File: config.mk
export PLATFORM = sky130hd
export DESIGN_NAME = rsr_regs
export DESIGN_NICKNAME = d
export VERILOG_FILES = /design/src/common/rsr_pkg.sv /design/src/rtl/rsr_regs.sv
export SDC_FILE = /design/constraint.sdc
export NUM_CORES = 1
export LEC_CHECK = 0
export ABC_AREA = 1
export BUFFER_PORTS_ARGS = -buffer_cell sky130_fd_sc_hd__clkbuf_2
export CELL_PAD_IN_SITES_DETAIL_PLACEMENT = 1
export CELL_PAD_IN_SITES_GLOBAL_PLACEMENT = 2
export CORE_MARGIN = 3
export CORE_UTILIZATION = 29
export DETAILED_ROUTE_END_ITERATION = 10
export HOLD_SLACK_MARGIN = 0.02
export PLACE_DENSITY = 0.84
export SLEW_MARGIN = 20
export SYNTH_ARGS = -nofsm -noshare
export SYNTH_HDL_FRONTEND = slang
export SYNTH_SLANG_ARGS = --single-unit
export TNS_END_PERCENT = 30
File: constraint.sdc
create_clock -name ref_clk_in -period 4.3 [get_ports ref_clk_in]
set_clock_uncertainty 0.1 [all_clocks]
set_input_delay 0.43 -clock ref_clk_in [delete_from_list [all_inputs] [get_ports ref_clk_in]]
set_output_delay 0.43 -clock ref_clk_in [all_outputs]
set_load 0.005 [all_outputs]
File: src/common/rsr_pkg.sv
// constants, types and contract list for the relay settle and status registers
// Contract
// - busy stays asserted one microsecond per count held in the settle delay.
// - settle delay register is sixteen bits, zero to about 65 ms.
// - busy is visible to the host for polling, interrupt or trigger routing; the code only drives the busy_out port and no register reads it.
// - status bits 15..13 hold hardware revision; bits 12..1 read zero.
// - status bit 0 sets when front-panel interlock activates; zero at power-on.
// - any status read returns bit 0 then clears it; the code keeps it set when an interlock event arrives in the read cycle.
// - each relay register bit drives one relay: 1 closed, 0 open.
// - decode address as extended base plus module base plus offset.
// - bit 0 of relay register at offset 0 drives the first relay.
// - every relay register write raises busy; busy drops at delay timeout. With a zero delay the code leaves busy low.
// - settle delay register sits at offset 0x202, read and write.
package rsr_pkg;
  // ************************************************************
  // register map (byte offsets inside the module window)
  // ************************************************************
  localparam logic [31:0] RSR_WIN_BYTES = 32'h0000_0400;
  localparam logic [31:0] RSR_DLY_OFS = 32'h0000_0202;
  localparam logic [31:0] RSR_STAT_OFS = 32'h0000_0204;
  localparam int RSR_RELAY_REGS = 8;
  localparam logic [31:0] RSR_RELAY_END = 32'h0000_0010;
  localparam int RSR_IDX_W = 3;
  localparam logic [15:0] RSR_DLY_RST = 16'h0000;
  localparam logic [15:0] RSR_RELAY_RST = 16'h0000;

  // ************************************************************
  // status field layout
  // ************************************************************
  localparam int RSR_REV_HI = 15;
  localparam int RSR_REV_LO = 13;
  localparam int RSR_ILK_BIT = 0;
  localparam logic [2:0] RSR_HW_REV = 3'h1; // arbitrary value

  // ************************************************************
  // timing
  // ************************************************************
  localparam int RSR_CLK_NS = 50;
  localparam int RSR_TICK_NS = 1000;
  localparam int RSR_TICK_CYC = (RSR_TICK_NS + RSR_CLK_NS - 1) / RSR_CLK_NS;
  localparam logic [4:0] RSR_TICK_LAST = 5'(RSR_TICK_CYC - 1);

  // host register access, one cycle per request
  typedef struct packed {
    logic wr;
    logic rd;
    logic [31:0] addr;
    logic [15:0] wdata;
  } rsr_bus_t;

  typedef logic [RSR_RELAY_REGS-1:0][15:0] rsr_relays_t;
endpackage

File: src/rtl/rsr_regs.sv
// relay register bank with settle-delay busy timer and interlock status
`timescale 1ns/1ns
module rsr_regs (
  // clock and reset
  input wire logic ref_clk_in,
  input wire logic rst_in,
  // host register access
  input wire rsr_pkg::rsr_bus_t bus_in,
  input wire logic [31:0] ext_base_in,
  input wire logic [31:0] module_base_in,
  output logic [15:0] rdata_out,
  output logic rd_valid_out,
  // front panel and relay drivers
  input wire logic interlock_in,
  output rsr_pkg::rsr_relays_t relay_out,
  output logic busy_out
);
  import rsr_pkg::*;

  // ************************************************************
  // address decode
  // ************************************************************
  logic [31:0] offs;
  logic in_win;
  logic relay_hit;
  logic [RSR_IDX_W-1:0] relay_idx;
  logic relay_wr;
  logic dly_wr;
  logic stat_rd;
  logic [15:0] delay_reg;
  logic [15:0] remaining;
  logic [15:0] next_remaining;
  logic [4:0] presc;
  logic tick;
  logic ilk_s1;
  logic ilk_s2;
  logic ilk_s3;
  logic ilk_lvl;
  logic ilk_event;
  logic ilk_flag;

  // module window starts at extended base plus module base
  assign offs = bus_in.addr - (ext_base_in + module_base_in);
  assign in_win = offs < RSR_WIN_BYTES;
  assign relay_hit = in_win && (offs < RSR_RELAY_END) && !offs[0];
  assign relay_idx = offs[RSR_IDX_W:1];
  assign relay_wr = bus_in.wr && relay_hit;
  assign dly_wr = bus_in.wr && in_win && (offs == RSR_DLY_OFS);
  assign stat_rd = bus_in.rd && in_win && (offs == RSR_STAT_OFS);

  // ************************************************************
  // relay registers
  // ************************************************************
  // whole word replaces the register, so no read-modify-write is needed
  always_ff @(posedge ref_clk_in) begin
    if (rst_in) begin
      relay_out <= {RSR_RELAY_REGS{RSR_RELAY_RST}};
    end else if (relay_wr) begin
      relay_out[relay_idx] <= bus_in.wdata;
    end
  end

  // ************************************************************
  // settle delay register and busy timer
  // ************************************************************
  always_ff @(posedge ref_clk_in) begin
    if (rst_in) begin
      delay_reg <= RSR_DLY_RST;
    end else if (dly_wr) begin
      delay_reg <= bus_in.wdata;
    end
  end

  // microsecond prescaler restarts on each relay write so the first
  // count is a full microsecond, never a partial one
  assign tick = (presc == RSR_TICK_LAST);
  always_ff @(posedge ref_clk_in) begin
    if (rst_in || relay_wr || tick) begin
      presc <= '0;
    end else begin
      presc <= presc + 5'h01;
    end
  end

  // a relay write during the countdown reloads it
  always_comb begin
    next_remaining = remaining;
    if (relay_wr) begin
      next_remaining = delay_reg;
    end else if (tick && (remaining != 16'h0000)) begin
      next_remaining = remaining - 16'h0001;
    end
  end

  always_ff @(posedge ref_clk_in) begin
    if (rst_in) begin
      remaining <= 16'h0000;
      busy_out <= 1'b0;
    end else begin
      remaining <= next_remaining;
      busy_out <= (next_remaining != 16'h0000);
    end
  end

  // ************************************************************
  // interlock input and status flag
  // ************************************************************
  // three stages; an edge counts once the last two agree
  always_ff @(posedge ref_clk_in) begin
    if (rst_in) begin
      ilk_s1 <= 1'b0;
      ilk_s2 <= 1'b0;
      ilk_s3 <= 1'b0;
      ilk_lvl <= 1'b0;
    end else begin
      ilk_s1 <= interlock_in;
      ilk_s2 <= ilk_s1;
      ilk_s3 <= ilk_s2;
      if (ilk_s2 == ilk_s3) begin
        ilk_lvl <= ilk_s3;
      end
    end
  end
  assign ilk_event = ilk_s2 && ilk_s3 && !ilk_lvl;

  // a new event in the read cycle wins so it is not lost
  always_ff @(posedge ref_clk_in) begin
    if (rst_in) begin
      ilk_flag <= 1'b0;
    end else if (ilk_event) begin
      ilk_flag <= 1'b1;
    end else if (stat_rd) begin
      ilk_flag <= 1'b0;
    end
  end

  // ************************************************************
  // read data
  // ************************************************************
  // unmapped offsets read as zero
  always_ff @(posedge ref_clk_in) begin
    if (rst_in) begin
      rdata_out <= 16'h0000;
      rd_valid_out <= 1'b0;
    end else begin
      rd_valid_out <= bus_in.rd;
      rdata_out <= 16'h0000;
      if (bus_in.rd && relay_hit) begin
        rdata_out <= relay_out[relay_idx];
      end else if (bus_in.rd && in_win && (offs == RSR_DLY_OFS)) begin
        rdata_out <= delay_reg;
      end else if (stat_rd) begin
        rdata_out[RSR_REV_HI:RSR_REV_LO] <= RSR_HW_REV;
        rdata_out[RSR_ILK_BIT] <= ilk_flag;
      end
    end
  end
endmodule // rsr_regs

==> reports/summary.md, run 1 <==
After detailed routing, the average wire length per cell comes to 18.6 um. The worst setup slack after layout was 0.440 ns. Measured against its own limit, the worst slew margin works out to 35.5%. In this run, the number of DRC markers left after iteration 0 of detailed routing was 904. Setup total negative slack on the finished layout was measured at 0 ns. Synthesis produced a netlist with a net count of 2067.

For the pin with the worst max-slew slack, the measured transition is 0.944 ns. STA puts the critical path data required time at 4.54 ns. Buffers placed on the I/O ports in this run total 262. The logs give 76000 um for the wire length of the first global-routing pass and 0 for the antenna violation net count after detailed routing.

Final cell count without fillers: 2661. For the worst-skew pair, the clock arrives at the later sink with an insertion delay of 0.45 ns. Counting along the longest clock path gives a buffer depth of 2. TritonCTS built the clock tree.

The top-level I/O count is 263, and the minimum setup slack after placement is -0.0374 ns. The tools report the number of slew-limit violations in the final report as 0. The number of flip-flops in the largest register works out to 128. The floorplan step defined a core boundary enclosing 0.0411 mm^2. The weighted congestion reported at the end of routability-driven placement is 0.927, and the max-cap violation count is 0. The number of inserted diodes was 0; the via total after detailed routing was 13198. The critical path start-end classification is primary input to flip-flop. Number of levels the H-tree was split into: 4.

Sequential elements use 31.0% of the synthesized area. The maximum number of pins on one net before global-route repair came out at 105. For the post-synthesis instance area, the log shows 0.0121 mm^2. The mean instance size in the synthesized netlist was 6.45 um^2. The most common flop cell mapped by yosys is dfxtp_1. The run gives 17 as the number of buffers created by CTS. The core utilization of the finished layout was 35.7%; the leftover overflow at the end of global routing was 0. The worst setup path is captured at a flip-flop. Using the TritonRoute via totals, the vias-per-cell ratio works out to 4.96. Clock tree root driver cell: clkbuf_16.

During synthesis, Yosys emitted a total of 0 warnings. Setup repair after global routing left no endpoint under its margin. The run gives 49400 um as the final wirelength.

The number of storage elements in the synthesis netlist was 188. The post-synthesis mux area share was 0%; the area of all placed cells without fillers was 0.0147 mm^2. The number of hold buffers added after CTS was 0. The total clock sinks came out at 188.

The register bank with the most flops is relay_out. In this run the power density over the cells is 335 mW/mm^2. The pre-antenna-repair detailed-routing pass consisted of 5 iterations. The initial antenna violation count was 0. The synthesized design contains 0 enable-type register cells. The data arrival time at the worst-slack endpoint came out at 4.10 ns. The sum of net half-perimeters after detailed placement was 38300 um; the unique cell type count in the Yosys netlist was 43. The placed instances occupy a cell area of 0.0140 mm^2. Of the total synthesized cell area, the portion taken by full adders, half adders and majority gates is 8.93%. The logs give 1882 for the number of cells produced by synthesis and 29.5% for the initial core utilization.

The floorplan step defined a die boundary enclosing 0.0443 mm^2. The post-route netlist has 17.7% of its cells at a drive strength greater than 1. The total leakage power is 6.98 nW, and the quantity of gates resized following cts is 0. After the last flow step, the layout net total stands at 2301. Clock-pin slew was measured on the worst setup and hold paths at 0.09 ns. Setup violations remaining at the end of the flow were counted as 0.

Derived from the worst setup path, the maximum achievable clock frequency is 0.259 GHz. Measured along the y axis, the die boundary spans 211 um. Summing the areas of all compound-gate instances in the mapped netlist gives 11.7% of the synthesized area.

For the worst hold slack across all endpoints, the log shows 0.102 ns. After synthesis, the largest family of logic cells by area is simple AND/OR/NAND/NOR gates. Total power for the finished layout comes to 4.91 mW.

Of the available clock period, the critical path in the final layout requires 89.8%. Number of placed instances with taps included: 2629. After layout, the minimum clock period comes to 3.86 ns.

The share of flip-flops with an asynchronous set or reset after synthesis is 0%, and the largest fanout of any net on the critical path is 15. The tools report the worst vdd rail ir drop as 300 uV. The floorplan has 74 rows. The worst hold path belongs to the class primary input to flip-flop. The count of endpoints failing hold in the final timing report is 0, and the post-synthesis share of cell area spent on xor and xnor gates is 2.09%. The die is 211 um wide. Global routing used 21.8% of the available tracks. In the routed design, unresolved DRC markers number 0.

Number of global-route vias before repair: 13504. Simple logic cell fraction of the synthesized area: 34.5%. The flow ran to the end, and the final reports show no timing, DRC or antenna violations.

The tools report the number of buffers inserted by post-CTS setup repair as 0. The worst setup path is launched from a primary input. Signed area change from the synthesized netlist to the final layout: 20.8%.
## layer usage
layer	vias up	part of all wire, %	GRT usage (%)	wire [um]
met5	-	0	0	0
met1	6395	45	28.8	22000
met2	301	48	36.8	23700
met3	52	5.6	4.32	2790
li1	6450	-	-	-
met4	0	1.7	4.94	860
## area by class of cell
class | count | area [um^2]
clock buffer | 17 | 425
fill | 5420 | 26500
timing repair buffer | 308 | 1700
tap | 532 | 666
multi-input combinational | 1350 | 6950
sequential | 188 | 3760
inverter | 251 | 943
clock inverter | 15 | 209
## final timing paths
check,start,endpoint,slack (ns),cells after the start
max,ext_base_in[2],rdata_out[15],0.44,23
min,interlock_in,ilk_s1,0.10,3
max reg2reg,remaining[10],busy_out,1.39,17
min reg2reg,ilk_s1,ilk_s2,0.31,2
## cells in the mapped netlist, types with 2 or more instances
cell type	instances	area, um^2
a21oi_1	211	1060
buf_4	2	15.0
nand4_1	33	206
xnor2_1	11	96.3
inv_2	11	41.3
inv_1	237	890
ha_1	37	463
fa_1	31	621
and2_1	4	25.0
a31oi_1	2	12.5
nand3b_1	4	30.0
nor2_2	7	43.8
nand2_2	4	25.0
o21ai_0	19	95.1
or2_2	2	12.5
buf_6	14	158
buf_2	12	60.1
clkinv_1	2	7.51
nor2_4	3	33.8
dfxtp_1	188	3760
xor2_1	18	158
nor3_1	9	45.0
a2111oi_0	3	26.3
nand2_1	562	2110
o21ai_1	7	35.0
a211oi_1	4	30.0
clkbuf_1	63	236
nor4_1	4	25.0
nand3_1	196	981
nor2_1	154	578
a22o_1	16	140
## critical path: stages
cell and delay [ns]:
clkbuf_2 0.08, inv_1 0.04, fa_1 0.46, ha_1 0.38, nand2_1 0.14, nand3_1 0.20, nand2_1 0.16, nand2_2 0.11
nand2_1 0.08, nand2_1 0.15, nand2_1 0.15, nand2_1 0.09, nand2_1 0.07, nand2_1 0.05, nor2_1 0.13, nand2_1 0.07
nor2_1 0.19, nand3_2 0.18, nor2_4 0.15, nand2_2 0.09, inv_2 0.23, nand2_1 0.14, a21oi_1 0.29
## cells in the final DEF (no fill, tap or decap), types with 2 or more instances in the layout
cell type	netlist	routed
o21ai_1	7	7
clkinv_1	2	2
nor3_1	9	9
nand2_1	562	562
inv_2	11	11
and2_1	4	4
a211oi_1	4	4
clkbuf_2	0	261
nand4_1	33	33
clkinv_8	0	5
inv_8	0	2
clkbuf_16	0	17
nand3_1	196	196
xor2_1	18	18
nand2_2	4	4
fa_1	31	31
or2_2	2	2
xnor2_1	11	11
inv_12	0	2
a22o_1	16	16
a21oi_1	211	211
ha_1	37	37
buf_4	2	44
o21ai_0	19	19
nor4_1	4	4
inv_1	237	237
a31oi_1	2	2
inv_6	0	4
nor2_1	154	150
nand3b_1	4	4
a2111oi_0	3	3
nor2_2	7	11
nor2_4	3	3
dfxtp_1	188	188
buf_12	0	3
## cells by family (layout without fill, tap and decap cells)
| group | after synthesis | in the layout |
|---|---|---|
| DFF | 188 | 188 |
| AOI/OAI and AO/OA | 265 | 265 |
| xor gates and xnor gates | 29 | 29 |
| adders and majority gates | 68 | 68 |
| and+or+nand+nor | 988 | 988 |
| buffers and inverters | 344 | 591 |
## power by group
group | switching (mW) | internal, mW
logic | 1.03 | 0.435
clock network | 0.846 | 0.856
registers | 0.00264 | 1.74
Note: power is estimated with default switching activity, not from simulation.
==> run 2, diff against run 1 <==
--- a/config.mk
+++ b/config.mk
@@ -6,14 +6,14 @@
 export NUM_CORES = 1
 export LEC_CHECK = 0
 export ABC_AREA = 1
-export BUFFER_PORTS_ARGS = -buffer_cell sky130_fd_sc_hd__clkbuf_2
+export BUFFER_PORTS_ARGS = -buffer_cell sky130_fd_sc_hd__buf_4
 export CELL_PAD_IN_SITES_DETAIL_PLACEMENT = 1
-export CELL_PAD_IN_SITES_GLOBAL_PLACEMENT = 2
+export CELL_PAD_IN_SITES_GLOBAL_PLACEMENT = 1
 export CORE_MARGIN = 3
-export CORE_UTILIZATION = 29
+export CORE_UTILIZATION = 39
 export DETAILED_ROUTE_END_ITERATION = 10
 export HOLD_SLACK_MARGIN = 0.02
-export PLACE_DENSITY = 0.84
+export PLACE_DENSITY = 0.86
 export SLEW_MARGIN = 20
 export SYNTH_ARGS = -nofsm -noshare
 export SYNTH_HDL_FRONTEND = slang
==> run 2 against run 1 <==
Register-to-register slack worse by 0.04 ns. Critical path type unchanged. Final area is 2.9% higher. Highest routed layer is now met5. Combinational power hardly changed. Die area is 25% lower. Hold slack better by 0.049 ns. Cell count is 5.3% lower.
==> reports/summary.md, run 2 (synthesis gave the netlist of run 1 again) <==
The quantity of gates resized following cts is 0 (unchanged), and the worst max-slew margin expressed relative to the limit is 50.2% (+15 points). The cell with the biggest individual delay on the critical path was fa_1. The weighted congestion reported at the end of routability-driven placement came out at 0.911 (-1.7%).

More flip-flops sit in one register than any other, and that register is relay_out. The run gives 5 (unchanged) as the first-pass iteration count of the detailed router. The flow ran to the end, and the final reports show no timing, DRC or antenna violations.

The run gives 963 (+6.5%) as the DRC marker count from the first detailed-route iteration. The run gives 63 (-15%) as the number of core rows. The number of flip-flops in the largest register works out to 128 (unchanged).

The final critical delay including setup and external delays came out at 3.92 ns (+0.0561 ns). The worst setup path is captured at a flip-flop. The signed area change from the synthesized netlist to the final layout works out to 24.2%. For the sum of net half-perimeters after detailed placement, the log shows 37000 um (-3.5%).

The run gives 0 (unchanged) as the antenna violation net count after detailed routing. Initial core utilization: 40.2% (+11 points). The width of the die is 182 um (-13%), and the setup-violating endpoint count in the final report is 0 (unchanged). The run gives 0.0333 mm^2 (-25%) as the die area. Power density over the cells: 320 mW/mm^2 (-4.6%). The tools report the number of buffers created by CTS as 17 (unchanged). The run gives 0.44 ns (about the same) as the clock latency on the worst-skew pair.

The switching share of total power was 38.1% (-0.12 points). For the core utilization of the finished layout, the log shows 49.9% (+14 points). The number of design rule violations left after detail routing was 0 (unchanged).

The largest fanout of any net on the critical path is 12 (-3), and the worst vdd rail ir drop is 282 uV (-5.9%). The top-level I/O count was 263 (unchanged); the maximum number of pins on one net before global-route repair was 120 (+14%). The number of cell instances on the worst register-to-register path is 17 (unchanged), and the wire length of the first global-routing pass is 75500 um (-0.65%).

Combinational group share of total power: 30.9% (+1.1 points). By instance count, the cell type seen most on the critical path is nand2_1. The logs give 2485 (-5.5%) for the number of placed instances with taps included and 4.56 ns (+0.02 ns) for the data required time of the worst path.

Minimum setup slack after placement: -0.00273 ns (+0.0347 ns). The leftover overflow at the end of global routing was 0 (unchanged); the count of endpoints failing hold in the final timing report was 0 (unchanged). The signal on the critical path passes through buf_4 > inv_1 > fa_1 > ha_1 > nand2_1 > nor2_1 > and2_1 > nand2_1 > nand2_1 > xor2_1 > inv_1 > nand4_1 > nor2_2 > nand3_2 > nor2_4 > nand2_1 > buf_4 > inv_2 > o21ai_0 > nor2_1. The delay contributed by the slowest stage of the critical path came out at 0.42 ns (-0.04 ns). The area of all placed cells without fillers is 0.0151 mm^2 (+2.9%). The die outline height was 182 um (-13%). The final net count was 2299 (-0.087%).

The tools report the clock tree root driver cell as clkbuf_16. The global-route total usage across every layer came out at 28.2% (+6.4 points). TritonCTS built the clock tree. Count of buffers inserted at the top-level ports: 262 (unchanged). The routed via count divided by cell count was 5.43 (+9.5%). In the layout the commonest cells are nand2_1 (562), buf_4 (303), inv_1 (237), a21oi_1 (211), nand3_1 (196). The run gives 0.255 GHz (-1.4%) as the maximum clock frequency. The worst hold path class is primary input to flip-flop. The total clock sinks is 188 (unchanged), and the cell internal power dissipation is 2.98 mW (-1.7%). The number of buffers inserted for hold repair after clock tree synthesis is 0 (unchanged), and the placeable core region is 0.0302 mm^2 (-27%). The switching power summed over all nets came out at 1.84 mW (-2.2%).

The worst setup slack after layout came out at 0.384 ns (-0.0561 ns). The post-route fraction of the period consumed by the critical path was 91.1% (+1.3 points); the number of levels the H-tree was split into was 4 (unchanged). The routed wirelength normalized by instance count works out to 18.9 um (+1.8%). The post-CTS clock slew at the launch and capture registers of the worst setup and hold paths was 0.07 ns (-0.02 ns); the via total after detailed routing was 13686 (+3.7%).

The logs give 2520 (-5.3%) for the final cell count without fillers and 7.13 nW (+2.3%) for the total leakage power. The share of post-route cells with drive strength above 1 works out to 17.5% (-0.12 points). The final wirelength is 47600 um (-3.6%).

Setup repair after global routing left no endpoint under its margin. Worst hold path depth: 3 (unchanged). STA classifies the critical path startpoint as a primary input. The critical path start-end classification was primary input to flip-flop. The logs give 4 (+4) for the initial antenna violation count and 4072 (-25%) for the fill cell total of the finished layout. The number of buffers inserted by post-CTS setup repair was 0 (unchanged). For the post-detailed-placement cell area, the log shows 0.0145 mm^2 (+3.3%). The register share of total power is 36.2% (+0.6 points).

The clock network fraction of design power was 32.9% (-1.8 points). The data arrival time at the worst-slack endpoint was 4.18 ns (+0.08 ns); the maximum count of clock buffers along a single path was 2 (unchanged). The slew at the pin closest to its max-slew limit works out to 0.728 ns (-0.216 ns). Number of slew-limit violations in the final report: 0 (unchanged).

The most frequent standard cell in the layout excluding fill and tap cells was nand2_1. The max-cap violation count came out at 0 (unchanged). The number of global-route vias before repair was 14277 (+5.7%).
==> run 2: area by class of cell <==
cell class | count | area [um^2] | area share (%)
antenna | 3 | 7.51 | 0.0498
clock buffer | 18 | 429 | 2.85
clock inverter | 14 | 155 | 1.03
inverter | 251 | 943 | 6.26
multi-input combinational | 1350 | 6950 | 46.1
sequential | 188 | 3760 | 25.0
tap | 390 | 488 | 3.24
timing repair buffer | 306 | 2330 | 15.5
==> run 2: final timing paths <==
| path | startpoint | endpoint | slack (ns) |
|---|---|---|---|
| worst max-delay path | ext_base_in[11] | delay_reg[6] | 0.38 |
| worst min-delay path | interlock_in | ilk_s1 | 0.15 |
| worst max register to register | presc[0] | busy_out | 1.35 |
| worst min register to register | ilk_s1 | ilk_s2 | 0.33 |
==> run 2: metal layers <==
metal | vias up | share of wire, % | GRT usage [%]
li1 | 6453 | - | -
met1 | 6640 | 40 | 34.5
met2 | 486 | 49 | 48.7
met3 | 105 | 6.9 | 5.70
met4 | 2 | 3.6 | 10.6
met5 | - | 0.027 | 0
==> run 2: worst max-delay path: cells and delay by family <==
kind / cells / cell delay [ns]
buffers and inverters: 5 / 0.59
adder cells (fa/ha/maj): 2 / 0.83
AND/OR/NAND/NOR: 11 / 2.07
XOR/XNOR: 1 / 0.09
AO/OA/AOI/OAI: 1 / 0.14
==> run 2: power groups by stage <==
stage | Clock, mW | Sequential [mW] | Combinational [mW]
3_3_place_gp | 0 | 1.79 | 1.43
6_report | 1.58 | 1.75 | 1.49
2_1_floorplan | 0 | 1.79 | 0.977
3_5_place_dp | 0 | 1.79 | 1.47
5_1_grt | 1.68 | 1.75 | 1.67
4_1_cts | 1.59 | 1.75 | 1.48
==> run 2: through the flow <==
step / power [mW] / hold slack [ns] / TNS [ns]
after floorplan: 2.76 / 0.288 / 0
after global routing: 5.10 / 0.163 / 0
after CTS: 4.82 / 0.142 / 0
final: 4.82 / 0.151 / 0
after detailed placement: 3.26 / 0.307 / -0.00273
after global placement: 3.22 / 0.291 / 0
==> run 3, diff against run 2 <==
==> constraint.sdc (replaced) <==
create_clock -name ref_clk_in -period 4.2 [get_ports ref_clk_in]
set_clock_uncertainty 0.1 [all_clocks]
set_input_delay 0.42 -clock ref_clk_in [delete_from_list [all_inputs] [get_ports ref_clk_in]]
set_output_delay 0.42 -clock ref_clk_in [all_outputs]
set_load 0.005 [all_outputs]
==> run 3 against run 2 <==
Hold slack worse by 0.029 ns. Critical path depth is 8 higher. Final area is 0.45% higher. Clock power is 5% higher. Critical path type unchanged. Clock-buffer cell count is 1 lower. Routed wire length is 0.86% higher.
==> reports/summary.md, run 3 (synthesis gave the netlist of run 1 again) <==
The width of the die is 182 um (unchanged). The routed wirelength normalized by instance count came out at 19.0 um (+0.82%). Most frequent standard cell in the layout excluding fill and tap cells: nand2_1.

STA classifies the critical path endpoint as a flip-flop. The power density over the cells was 330 mW/mm^2 (+3.2%). The number of flip-flops in the largest register was 128 (unchanged); the sum of net half-perimeters after detailed placement was 37000 um (about the same). The run gives 74800 um (-0.91%) as the wire length of the first global-routing pass. The worst max-slew margin expressed relative to the limit is 49.5% (-0.72 points), and the post-CTS clock slew at the launch and capture registers of the worst setup and hold paths is 0.08 ns (about the same). The register with the most flip-flops in the final layout is relay_out. The data required time of the worst path is 4.47 ns (-0.09 ns). The worst path uses 93.9% of the clock period.

Worst hold path depth: 3 (unchanged). The run gives 0.917 (+0.72%) as the weighted congestion reported at the end of routability-driven placement. Slew at the pin closest to its max-slew limit: 0.738 ns (+0.0105 ns). The placeable core region was 0.0302 mm^2 (unchanged); the clock latency on the worst-skew pair was 0.43 ns (about the same). Leftover overflow at the end of global routing: 0 (unchanged). The logs give 2302 (+0.13%) for the final net count and 28.0% (-0.17 points) for the global-route total usage across every layer.

Die area: 0.0333 mm^2 (unchanged). Antenna violation net count after detailed routing: 0 (unchanged). The logs give 13712 (+0.19%) for the via total after detailed routing and 7.17 nW (+0.53%) for the total leakage power. The number of buffers inserted by post-CTS setup repair was 0 (unchanged); the initial core utilization was 40.2% (unchanged). The tools report the worst vdd rail ir drop as 281 uV (-0.21%).

First-pass iteration count of the detailed router: 5 (unchanged). The post-detailed-placement cell area is 0.0145 mm^2 (+0.28%). Total clock sinks: 188 (unchanged).

The logs give 2 (unchanged) for the maximum count of clock buffers along a single path and 0 (unchanged) for the number of buffers inserted for hold repair after clock tree synthesis. Number of design rule violations left after detail routing: 0 (unchanged). Data arrival time at the worst-slack endpoint: 4.22 ns (+0.04 ns). The share of post-route cells with drive strength above 1 came out at 17.7% (+0.12 points).

The routed via count divided by cell count came out at 5.44 (+0.15%). The critical path startpoint category was a primary input. The quantity of gates resized following cts was 0 (unchanged). The worst hold path belongs to the class primary input to flip-flop. The tools report the setup-violating endpoint count in the final report as 0 (unchanged). The run finished with clean final reports. The count of endpoints failing hold in the final timing report was 0 (unchanged); the final wirelength was 48000 um (+0.86%). Count of buffers inserted at the top-level ports: 262 (unchanged). The top-level I/O count is 263 (unchanged). Worst setup slack after layout: 0.257 ns (-0.127 ns). The number of buffers created by CTS came out at 17 (unchanged).

The tools report the minimum setup slack after placement as -0.125 ns (-0.122 ns). Based on the critical path, the design can be clocked at up to 0.254 GHz. The DRC marker count from the first detailed-route iteration is 1078 (+12%). The max-cap violation count was 0 (unchanged). Largest fanout of any net on the critical path: 10 (-2). The critical path start-end classification was primary input to flip-flop. The signed area change from the synthesized netlist to the final layout is 24.7%.

The clock tree root driver cell is clkbuf_16. The number of global-route vias before repair is 14294 (+0.12%), and the initial antenna violation count is 2 (-2). The run gives 4 (unchanged) as the number of levels the H-tree was split into. The number of core rows was 63 (unchanged). TritonCTS built the clock tree. Leaving out fill and tap cells, the most frequent cells in the layout are nand2_1 (562), buf_4 (303), inv_1 (237), a21oi_1 (211), nand3_1 (196). The die outline height was 182 um (unchanged); the final critical delay including setup and external delays was 3.94 ns. The maximum number of pins on one net before global-route repair came out at 108 (-10%). The number of cell instances on the worst register-to-register path works out to 17 (unchanged). The final setup TNS is 0 ns (unchanged), and the number of slew-limit violations in the final report is 0 (unchanged). The logs give 2487 (+0.080%) for the number of placed instances with taps included and 50.2% (+0.22 points) for the core utilization of the finished layout.

For the area of all placed cells without fillers, the log shows 0.0151 mm^2 (+0.45%). Final cell count without fillers: 2521 (+0.040%).
run 3: cell count changes in the layout (fill, tap and decap cells not counted), sizes merged:
cell	previous run	this run
buf	306	308
bufinv	0	1
nand4	34	35
clkbuf	18	17
diode	3	2
clkinv	8	7
run 3: final timing paths:
path,slack (ns),start,endpoint
setup / recovery,0.26,ext_base_in[9],busy_out
hold / removal,0.12,interlock_in,ilk_s1
setup reg to reg,1.26,presc[0],busy_out
hold reg to reg,0.34,ilk_s2,ilk_s3
run 3: cell type report:
class	instances	area (um^2)
fillers	4090	15000
inverters	251	943
flip-flops and latches	188	3760
multi-input cells	1351	6970
clock inverters	14	171
repair buffers	308	2370
clock buffers	17	425
well taps	390	488
diodes	2	5.00
run 3: worst max-delay path, cell delays in order:
cell and delay (ns):
buf_4 0.11, inv_1 0.07, fa_1 0.42, ha_1 0.38, nand2_1 0.13, nor2_1 0.21
buf_4 0.14, nand2_1 0.10, clkinv_1 0.07, nand2_1 0.05, nand2_1 0.16, nand2_1 0.15
nand2_1 0.09, nand2_1 0.05, nand2_1 0.10, nand2_1 0.08, nor2_1 0.14, nand2_1 0.11
nor2_4 0.19, nand4_2 0.31, buf_4 0.26, nand2_1 0.07, nand2_1 0.10, nand2_1 0.09
nor2_1 0.05, nand2_1 0.07, nor2_1 0.05, nor2_1 0.07
run 3: per-layer routing:
layer | up-vias | global-route usage, % | share of wire (%)
met5 | - | 0 | 0
met4 | 0 | 11.2 | 4.1
met3 | 116 | 5.04 | 6.3
met2 | 500 | 48.7 | 49
met1 | 6637 | 34.2 | 41
li1 | 6459 | - | -
run 3: report_power, final:
part	total (mW)	internal (mW)	leakage [nW]	switching [mW]
Clock	1.66	0.854	0.287	0.808
Sequential	1.79	1.79	1.51	0.00324
Combinational	1.55	0.481	5.37	1.07
run 3: metrics by stage:
stage / hold WS (ns) / power, mW
2_1_floorplan: 0.288 / 2.83
4_1_cts: 0.111 / 4.98
3_3_place_gp: 0.311 / 3.29
6_report: 0.122 / 5.00
3_5_place_dp: 0.304 / 3.35
5_1_grt: 0.111 / 5.27
